File: src/pacr_pkg.sv
// package for the panel adjust command register bank: command codes,
// parameter field positions, reset values and timing constants.
// assumes a single 100 MHz system clock shared by all users.
`default_nettype none

package pacr_pkg;

    // ***********************************************
    // command codes
    // ***********************************************
    localparam logic [7:0] PACR_CMD_ADJ4 = 8'hF8;
    localparam logic [7:0] PACR_CMD_ADJ5 = 8'hF9;
    localparam logic [7:0] PACR_CMD_RDBK = 8'hFB;
    localparam logic [7:0] PACR_CMD_ADJ6 = 8'hFC;
    localparam logic [7:0] PACR_CMD_ADJ7 = 8'hFF;
    localparam logic [7:0] PACR_CMD_ADJ3 = 8'hF7;

    // ***********************************************
    // reset values
    // ***********************************************
    localparam logic [7:0] PACR_RST_ADJ4_P1 = 8'h21;
    localparam logic [7:0] PACR_RST_ADJ4_P2 = 8'h04;
    localparam logic [7:0] PACR_RST_ADJ5 = 8'h00;
    localparam logic [7:0] PACR_RST_RDBK = 8'h00;
    localparam logic [7:0] PACR_RST_ADJ6_P1 = 8'h00;
    localparam logic [7:0] PACR_RST_ADJ6_P2 = 8'h05;
    localparam logic [7:0] PACR_RST_ADJ7 = 8'h42;
    localparam logic [7:0] PACR_RST_ADJ3_P4 = 8'h82;

    // ***********************************************
    // field positions
    // ***********************************************
    localparam int PACR_BIT_DITHER = 0;
    localparam int PACR_BIT_GAMMA3 = 1;
    localparam int PACR_BIT_CHOP_OPT = 3;
    localparam int PACR_BIT_RD_EN = 7;
    localparam int PACR_IDX_MSB = 3;
    localparam int PACR_NOWI_MSB = 4;
    localparam int PACR_BIT_AXIS_EN = 7;
    localparam int PACR_BIT_DSI18 = 7;
    localparam logic [7:0] PACR_MASK_ADJ5 = 8'h08;
    localparam logic [7:0] PACR_MASK_RDBK = 8'h8F;
    localparam logic [7:0] PACR_MASK_ADJ6_P2 = 8'h1F;
    localparam logic [7:0] PACR_MASK_ADJ7 = 8'h80;
    localparam logic [7:0] PACR_MASK_ADJ4_P2 = 8'h03;

    // ***********************************************
    // timing
    // ***********************************************
    localparam int PACR_NOWI_MAX_CODE = 16;
    localparam logic [3:0] PACR_PARAM_LAST = 4'hF;

    // decoder states, one-hot
    typedef enum logic [2:0] {
        PACR_ST_IDLE = 3'b001,
        PACR_ST_PARAM = 3'b010,
        PACR_ST_READ = 3'b100
    } pacr_state_t;

endpackage : pacr_pkg

`default_nettype wire

File: src/pacr_top.sv
// panel adjust command register bank: decodes command and parameter bytes
// from the host command port, holds the adjust settings and serves the
// one-shot armed readback of an extended command parameter.
// assumes host pins are synchronous to clk_sys; chopper, gamma and colour
// datapaths live elsewhere and consume the outputs below.
`default_nettype none

module pacr_top #(
    parameter int NOWI_W = 5
) (
    input wire logic clk_sys,
    input wire logic sys_rst,
    input wire logic cmd_data_select,
    input wire logic write_strobe_n,
    input wire logic read_strobe_n,
    input wire logic [7:0] data_in,
    input wire logic [1:0] chopper_sel,
    output logic [7:0] data_out,
    output logic data_oe,
    output logic gamma3_en,
    output logic dither_en,
    output logic chopper_opt,
    output logic [1:0] chopper_mode,
    output logic chopper_frame_mode,
    output logic readback_armed,
    output logic [3:0] readback_param_index,
    output logic [NOWI_W-1:0] gate_nonoverlap_time,
    output logic [NOWI_W-1:0] gate_nonoverlap_cycles,
    output logic color_axis_enhance_en,
    output logic dsi_loose_rgb666
);
    import pacr_pkg::*;

    // ***********************************************
    // state
    // ***********************************************
    typedef struct packed {
        pacr_state_t st;
        logic [7:0] cmd;
        logic [3:0] pidx;
        // strobe levels seen at the last edge, for edge detection
        logic wr_d;
        logic rd_d;
        logic [7:0] adj4_p1;
        logic [7:0] adj4_p2;
        logic [7:0] adj5;
        logic [7:0] rdbk;
        logic [7:0] adj6_p1;
        logic [7:0] adj6_p2;
        logic [7:0] adj7;
        logic [7:0] adj3_p4;
        // readback byte and its drive enable toward the host
        logic [7:0] dout;
        logic doe;
        logic [1:0] chop_mode;
        logic chop_frame;
        logic [NOWI_W-1:0] nowi_cyc;
    } pacr_regs_t;

    pacr_regs_t state_reg;
    pacr_regs_t state_next;

    logic wr_rise;
    logic rd_fall;
    logic rd_rise;
    logic [7:0] par_byte;

    // ***********************************************
    // strobe edges
    // ***********************************************
    // history resets high, the idle level, so no false edge follows reset
    assign wr_rise = write_strobe_n && !state_reg.wr_d;
    assign rd_fall = !read_strobe_n && state_reg.rd_d;
    assign rd_rise = read_strobe_n && !state_reg.rd_d;

    // ***********************************************
    // parameter lookup for readback
    // ***********************************************
    // index n counts from zero, the first parameter after the command byte
    function automatic logic [7:0] param_of(input logic [7:0] c, input logic [3:0] n);
        logic [7:0] v;
        // parameter numbers beyond the command's length read as zero
        v = 8'h00;
        case (c)
            PACR_CMD_ADJ4: begin
                if (n == 4'h0) begin
                    v = state_reg.adj4_p1;
                end else if (n == 4'h1) begin
                    v = state_reg.adj4_p2;
                end
            end
            PACR_CMD_ADJ5: begin
                if (n == 4'h0) begin
                    v = state_reg.adj5;
                end
            end
            PACR_CMD_RDBK: begin
                if (n == 4'h0) begin
                    v = state_reg.rdbk;
                end
            end
            PACR_CMD_ADJ6: begin
                if (n == 4'h0) begin
                    v = state_reg.adj6_p1;
                end else if (n == 4'h1) begin
                    v = state_reg.adj6_p2;
                end
            end
            PACR_CMD_ADJ7: begin
                if (n == 4'h0) begin
                    v = state_reg.adj7;
                end
            end
            PACR_CMD_ADJ3: begin
                // only the fourth parameter is held; the fixed first three read as zero
                if (n == 4'h3) begin
                    v = state_reg.adj3_p4;
                end
            end
            default: begin
                v = 8'h00;
            end
        endcase
        return v;
    endfunction : param_of

    // fixed bits are kept as written except where the ADJ5, RDBK and ADJ6 second-byte masks drop them; only the control fields steer logic
    assign par_byte = data_in;

    // ***********************************************
    // next state
    // ***********************************************
    always_comb begin
        state_next = state_reg;
        state_next.wr_d = write_strobe_n;
        state_next.rd_d = read_strobe_n;
        // no operating-mode gating: accepted in sleep, idle and partial alike
        if (wr_rise) begin
            if (!cmd_data_select) begin
                state_next.cmd = data_in;
                state_next.pidx = 4'h0;
                state_next.st = (state_reg.rdbk[PACR_BIT_RD_EN]) ? PACR_ST_READ
                                                                  : PACR_ST_PARAM;
            end else if (state_reg.st == PACR_ST_PARAM) begin
                // bytes after a command sent while armed are never stored
                case (state_reg.cmd)
                    PACR_CMD_ADJ4: begin
                        if (state_reg.pidx == 4'h0) begin
                            state_next.adj4_p1 = par_byte;
                        end else if (state_reg.pidx == 4'h1) begin
                            state_next.adj4_p2 = par_byte;
                        end
                    end
                    PACR_CMD_ADJ5: begin
                        if (state_reg.pidx == 4'h0) begin
                            // only the scheme bit is kept
                            state_next.adj5 = par_byte & PACR_MASK_ADJ5;
                        end
                    end
                    PACR_CMD_RDBK: begin
                        if (state_reg.pidx == 4'h0) begin
                            // fixed-zero bits between the enable and the index are dropped
                            state_next.rdbk = par_byte & PACR_MASK_RDBK;
                        end
                    end
                    PACR_CMD_ADJ6: begin
                        if (state_reg.pidx == 4'h0) begin
                            state_next.adj6_p1 = par_byte;
                        end else if (state_reg.pidx == 4'h1) begin
                            state_next.adj6_p2 = par_byte & PACR_MASK_ADJ6_P2;
                        end
                    end
                    PACR_CMD_ADJ7: begin
                        if (state_reg.pidx == 4'h0) begin
                            state_next.adj7 = par_byte;
                        end
                    end
                    PACR_CMD_ADJ3: begin
                        // the first three parameters are fixed patterns and are not kept
                        if (state_reg.pidx == 4'h3) begin
                            state_next.adj3_p4 = par_byte;
                        end
                    end
                    default: begin
                    end
                endcase
                // saturate so a long burst never wraps back onto a stored slot
                if (state_reg.pidx != PACR_PARAM_LAST) begin
                    state_next.pidx = state_reg.pidx + 4'h1;
                end
            end
        end
        // armed read: drive the selected parameter during the read strobe
        case (state_reg.st)
            PACR_ST_IDLE: begin
                state_next.doe = 1'b0;
            end
            PACR_ST_PARAM: begin
                state_next.doe = 1'b0;
            end
            PACR_ST_READ: begin
                if (rd_fall) begin
                    state_next.dout = param_of(state_reg.cmd,
                                               state_reg.rdbk[PACR_IDX_MSB:0]);
                    state_next.doe = 1'b1;
                end
                if (rd_rise && state_reg.doe) begin
                    // one arming serves one read; host must rearm for the next
                    state_next.doe = 1'b0;
                    state_next.rdbk[PACR_BIT_RD_EN] = 1'b0;
                    state_next.st = PACR_ST_IDLE;
                end
            end
            default: begin
                state_next.st = PACR_ST_IDLE;
                state_next.doe = 1'b0;
            end
        endcase
        // chopper select registered straight through as the chopper mode
        state_next.chop_mode = chopper_sel;
        // registered so mode and scheme move on the same edge
        state_next.chop_frame = state_reg.adj5[PACR_BIT_CHOP_OPT];
        // codes 0 and above 16 are undefined; clamp to the legal range
        // the gate timer counts this many periods, so a zero count must never reach it
        if (state_reg.adj6_p2[PACR_NOWI_MSB:0] == 5'h00) begin
            state_next.nowi_cyc = NOWI_W'(1);
        end else if (state_reg.adj6_p2[PACR_NOWI_MSB:0] > 5'(PACR_NOWI_MAX_CODE)) begin
            state_next.nowi_cyc = NOWI_W'(PACR_NOWI_MAX_CODE);
        end else begin
            state_next.nowi_cyc = NOWI_W'(state_reg.adj6_p2[PACR_NOWI_MSB:0]);
        end
    end

    // ***********************************************
    // registers
    // ***********************************************
    always_ff @(posedge clk_sys or posedge sys_rst) begin
        if (sys_rst) begin
            // every setting returns to its power-on default
            state_reg.st <= PACR_ST_IDLE;
            state_reg.cmd <= 8'h00;
            state_reg.pidx <= 4'h0;
            state_reg.wr_d <= 1'b1;
            state_reg.rd_d <= 1'b1;
            state_reg.adj4_p1 <= PACR_RST_ADJ4_P1;
            state_reg.adj4_p2 <= PACR_RST_ADJ4_P2;
            state_reg.adj5 <= PACR_RST_ADJ5;
            state_reg.rdbk <= PACR_RST_RDBK;
            state_reg.adj6_p1 <= PACR_RST_ADJ6_P1;
            state_reg.adj6_p2 <= PACR_RST_ADJ6_P2;
            state_reg.adj7 <= PACR_RST_ADJ7;
            state_reg.adj3_p4 <= PACR_RST_ADJ3_P4;
            state_reg.dout <= 8'h00;
            state_reg.doe <= 1'b0;
            state_reg.chop_mode <= 2'h0;
            state_reg.chop_frame <= 1'b0;
            state_reg.nowi_cyc <= NOWI_W'(PACR_RST_ADJ6_P2);
        end else begin
            state_reg <= state_next;
        end
    end

    // ***********************************************
    // outputs, all straight from flip-flops
    // ***********************************************
    // readback port toward the host
    assign data_out = state_reg.dout;
    assign data_oe = state_reg.doe;

    // ***********************************************
    // settings toward the gamma, chopper, gate, colour and DSI logic, and readback status
    // ***********************************************
    assign gamma3_en = state_reg.adj4_p2[PACR_BIT_GAMMA3];
    assign dither_en = state_reg.adj4_p2[PACR_BIT_DITHER];
    assign chopper_opt = state_reg.adj5[PACR_BIT_CHOP_OPT];
    assign chopper_mode = state_reg.chop_mode;
    assign chopper_frame_mode = state_reg.chop_frame;
    assign readback_armed = state_reg.rdbk[PACR_BIT_RD_EN];
    assign readback_param_index = state_reg.rdbk[PACR_IDX_MSB:0];
    assign gate_nonoverlap_time = NOWI_W'(state_reg.adj6_p2[PACR_NOWI_MSB:0]);
    assign gate_nonoverlap_cycles = state_reg.nowi_cyc;
    assign color_axis_enhance_en = state_reg.adj7[PACR_BIT_AXIS_EN];
    assign dsi_loose_rgb666 = state_reg.adj3_p4[PACR_BIT_DSI18];

endmodule : pacr_top

`default_nettype wire

File: config.mk
export PLATFORM = sky130hd
export DESIGN_NAME = pacr_top
export DESIGN_NICKNAME = d
export VERILOG_FILES = /design/src/pacr_pkg.sv /design/src/pacr_top.sv
export SDC_FILE = /design/constraint.sdc
export NUM_CORES = 1
export LEC_CHECK = 0
export ABC_AREA = 1
export BUFFER_PORTS_ARGS = -buffer_cell sky130_fd_sc_hd__buf_2
export CAP_MARGIN = 20
export CORE_MARGIN = 2
export CORE_UTILIZATION = 25
export CTS_CLUSTER_DIAMETER = 60
export DETAILED_ROUTE_END_ITERATION = 16
export SYNTH_ARGS = -nofsm -noshare
export SYNTH_HDL_FRONTEND = slang
export SYNTH_SLANG_ARGS = --single-unit
File: constraint.sdc
create_clock -name clk_sys -period 3.2 [get_ports clk_sys]
set_clock_uncertainty 0.05 [all_clocks]
set_input_delay 0.48 -clock clk_sys [delete_from_list [all_inputs] [get_ports clk_sys]]
set_output_delay 0.48 -clock clk_sys [all_outputs]
set_load 0.01 [all_outputs]
==> flow_metrics.env <==
export IMPL_fin_crit_ns=2.023
export IMPL_period_share_pct=63.21
export IMPL_rows=47
export IMPL_fin_hold_ws_ns=0.1903
export IMPL_netlist_instances=509
export IMPL_grt_util_met2_pct=18.46
export IMPL_ys_warnings_count=0
export IMPL_via_count=3227
export IMPL_synth_largest_area_cell="dfrtp_1"
export IMPL_fin_nets=549
export IMPL_antenna_found_initial=0
export IMPL_post_route_util_pct=29.29
export IMPL_clock_tree_root_cell="clkbuf_16"
export IMPL_synth_edff_count=0
export IMPL_hpwl_um=7152
export IMPL_power_mw=2.737
export IMPL_r2r_slack_ns=1.18
export IMPL_r2r_cells=7
export IMPL_tightest_slew_ns=0.8778
export IMPL_top_usage_layer="met2"
export IMPL_grtUsageMet1_pct=15.82
export IMPL_status="complete, no violations"
export IMPL_wl_per_cell_um=13.18
export IMPL_cp_start_kind="register"
export IMPL_path_class="register to register"
export IMPL_ctsResizeCount=0
export IMPL_critPathCaptureType="register"
export IMPL_fp_dieW_um=134.1
export IMPL_min_path_type="input pin to register"
export IMPL_synth_area_top_cells="dfrtp_1 (42%), nand2_1 (11%), dfstp_2 (8.7%)"
export IMPL_p_leak_nw=2.323
export IMPL_instances_no_fill=756
export IMPL_largest_register_ffs=53
export IMPL_core_mm2=0.01658
export IMPL_post_route_drc_count=0
export IMPL_whs_path_depth=1
export IMPL_netlist_area_mm2=0.004234
export IMPL_grt_use_met3_pct=2.872
export IMPL_critPathRequiredTime_ns=3.37
export IMPL_ys_ff_latch=85
export IMPL_layout_drive_gt1_share_pct=21.64
export IMPL_place_congestion=0.7921
export IMPL_p_per_area_mw_per_mm2=563.5
export IMPL_drt_iter0_markers=253
export IMPL_cp_arrival_ns=2.19
export IMPL_min_to="chopper_mode[1]$_DFF_PP0_"
export IMPL_grt_max_degree=84
export IMPL_path_max_fanout=16
export IMPL_ant_nets=0
export IMPL_slowest_delay_ns=0.51
export IMPL_slowest_stage="nor2_1"
export IMPL_cts_buffer_depth=2
export IMPL_timing_fmax_mhz=494.4
export IMPL_syn_to_final_growth_pct=14.72
export IMPL_cp_cell_sequence="nand2_1, nor2_1, inv_1, nor2_4, nand2_2, nand2_1, o21ai_2"
export IMPL_viasPerCell=4.269
export IMPL_synth_cell_types=27
export IMPL_h_tree_depth=3
export IMPL_cpMostUsedCell="nand2_1"
export IMPL_grt_pass1_vias=3217
export IMPL_async_flop_share_pct=100.0
export IMPL_synthTopCellsByCount="nand2_1 (129), dfrtp_1 (71), nor2_1 (59)"
export IMPL_start_util_pct=25.53
export IMPL_postCtsSetupRepairBufs=0
export IMPL_finalHoldViolCount=0
export IMPL_cts_clk_slew_worst_paths_ns=0.06
export IMPL_drv_cap=0
export IMPL_track_usage_pct=12.17
export IMPL_ys_seq_area_share_pct=50.65
export IMPL_ioPinCount=47
export IMPL_firstDrtPassIters=5
export IMPL_cp_top_family="simple AND/OR/NAND/NOR gates"
export IMPL_syn_area_per_cell_um2=8.318
export IMPL_holdCritStartpoint="chopper_sel[1]"
export IMPL_grt_first_pass_wirelength_um=16750
export IMPL_num_fill_cells=1805
export IMPL_hold_buffers=1
export IMPL_dieHeight_um=134.1
export IMPL_syn_num_nets=527
export IMPL_wl_um=9965
export IMPL_irDropWorstVdd_uv=240.2
export IMPL_cts_tree="done"
export IMPL_dp_cells=739
export IMPL_yosysTopAreaCellShare_pct=41.96
export IMPL_r2r_end="state_reg[74]$_DFFE_PP0P_"
export IMPL_finalSetupViolCount=0
export IMPL_insertion_delay_ns=0.34
export IMPL_drv_slew=0
export IMPL_synth_most_common_cell="nand2_1"
export IMPL_rsz0062_at_grt="no"
export IMPL_cts_made_buffers=9
export IMPL_r2r_start="state_reg[91]$_DFFE_PP0P_"
export IMPL_synth_main_ff_cell="dfrtp_1"
export IMPL_dieArea_mm2=0.01799
export IMPL_grt_overflow=0
export IMPL_port_buffers=46
export IMPL_path_buf_inv=1
export IMPL_setup_tns_final_ns=0
export IMPL_clock_sinks=85
export IMPL_max_slew_margin_rel_pct=41.26
export IMPL_antenna_cells=0
==> cells in the final DEF (no fill, tap or decap) <==
cell,synthesis,routed
o21ai_1,24,24
clkbuf_8,0,2
bufinv_16,0,3
clkinv_2,0,2
o21ai_2,16,16
buf_2,7,46
inv_2,3,3
nand2_2,7,7
buf_4,25,3
nor2_2,2,3
nand3_1,50,50
nand4_1,6,6
dfrtp_1,71,71
nand3_4,1,1
nor2_1,59,58
inv_1,43,42
clkbuf_1,3,1
clkbuf_16,0,9
and2_1,1,1
nor3_1,2,2
a211oi_1,1,1
nor3_4,1,1
o21ai_0,20,20
and3_1,1,1
a21oi_1,10,10
dlygate4sd3_1,0,1
nand3b_4,1,1
buf_12,0,1
ha_1,3,3
dfstp_2,14,14
nor2_4,4,4
nand2_1,129,129
==> layer usage <==
metal,up-vias,share of wire (%)
met5,-,0
met4,0,3.3
met3,19,5.4
met2,81,45
met1,1477,47
li1,1650,-
==> worst register-to-register path, cell delays in order (launching register included) <==
cell and delay, ns:
dfrtp_1 0.35, nand2_1 0.06, nor2_1 0.51, inv_1 0.16, nor2_4 0.30, nand2_2 0.27
nand2_1 0.15, o21ai_2 0.05
==> power by group <==
group,switching [mW],internal [mW]
Combinational,0.198,0.110
Sequential,0.0494,1.16
Clock,0.419,0.804
Total,0.667,2.07
==> worst max path at each step <==
| stage | startpoint | endpoint | slack [ns] | cells past startpoint |
|---|---|---|---|---|
| after floorplan | sys_rst | chopper_frame_mode$_DFF_PP0_ | 0.50 | 1 |
| after global placement | write_strobe_n | state_reg[84]$_DFFE_PP0P_ | 1.23 | 7 |
| after detailed placement | state_reg[91]$_DFFE_PP0P_ | state_reg[76]$_DFFE_PP0P_ | 1.17 | 7 |
| after CTS | state_reg[91]$_DFFE_PP0P_ | state_reg[76]$_DFFE_PP0P_ | 1.18 | 7 |
| after global routing | state_reg[94]$_DFFE_PP0P_ | state_reg[76]$_DFFE_PP0P_ | 0.97 | 7 |
| final | state_reg[91]$_DFFE_PP0P_ | state_reg[74]$_DFFE_PP0P_ | 1.18 | 7 |
==> area by class of cell <==
cell class | instances | area, um2 | share of cell area [%]
sequential | 85 | 2145 | 44.15
clock inverter | 4 | 95.09 | 1.958
inverter | 46 | 173.9 | 3.581
timing repair buffer | 51 | 282.8 | 5.822
clock buffer | 12 | 256.5 | 5.281
tap | 220 | 275.3 | 5.667
multi-input combinational | 338 | 1629 | 33.54
==> per-stage QoR <==
stage / instance area, um2 / worst slack [ns]
floorplan: 4234 / 0.4997
global placement: 4496 / 1.228
detailed placement: 4496 / 1.170
CTS: 4857 / 1.176
global route: 4857 / 0.9653
finish: 4857 / 1.177
==> kinds of logic after synthesis <==
group	Yosys count	share of synthesized area (%)
AO/OA/AOI/OAI	71	9.870
adder cells (fa/ha/maj)	3	0.8866
AND/OR/NAND/NOR	264	27.66
buffers and inverters	86	10.93
flip-flops	85	50.65
(Power assumes the default switching activity.)
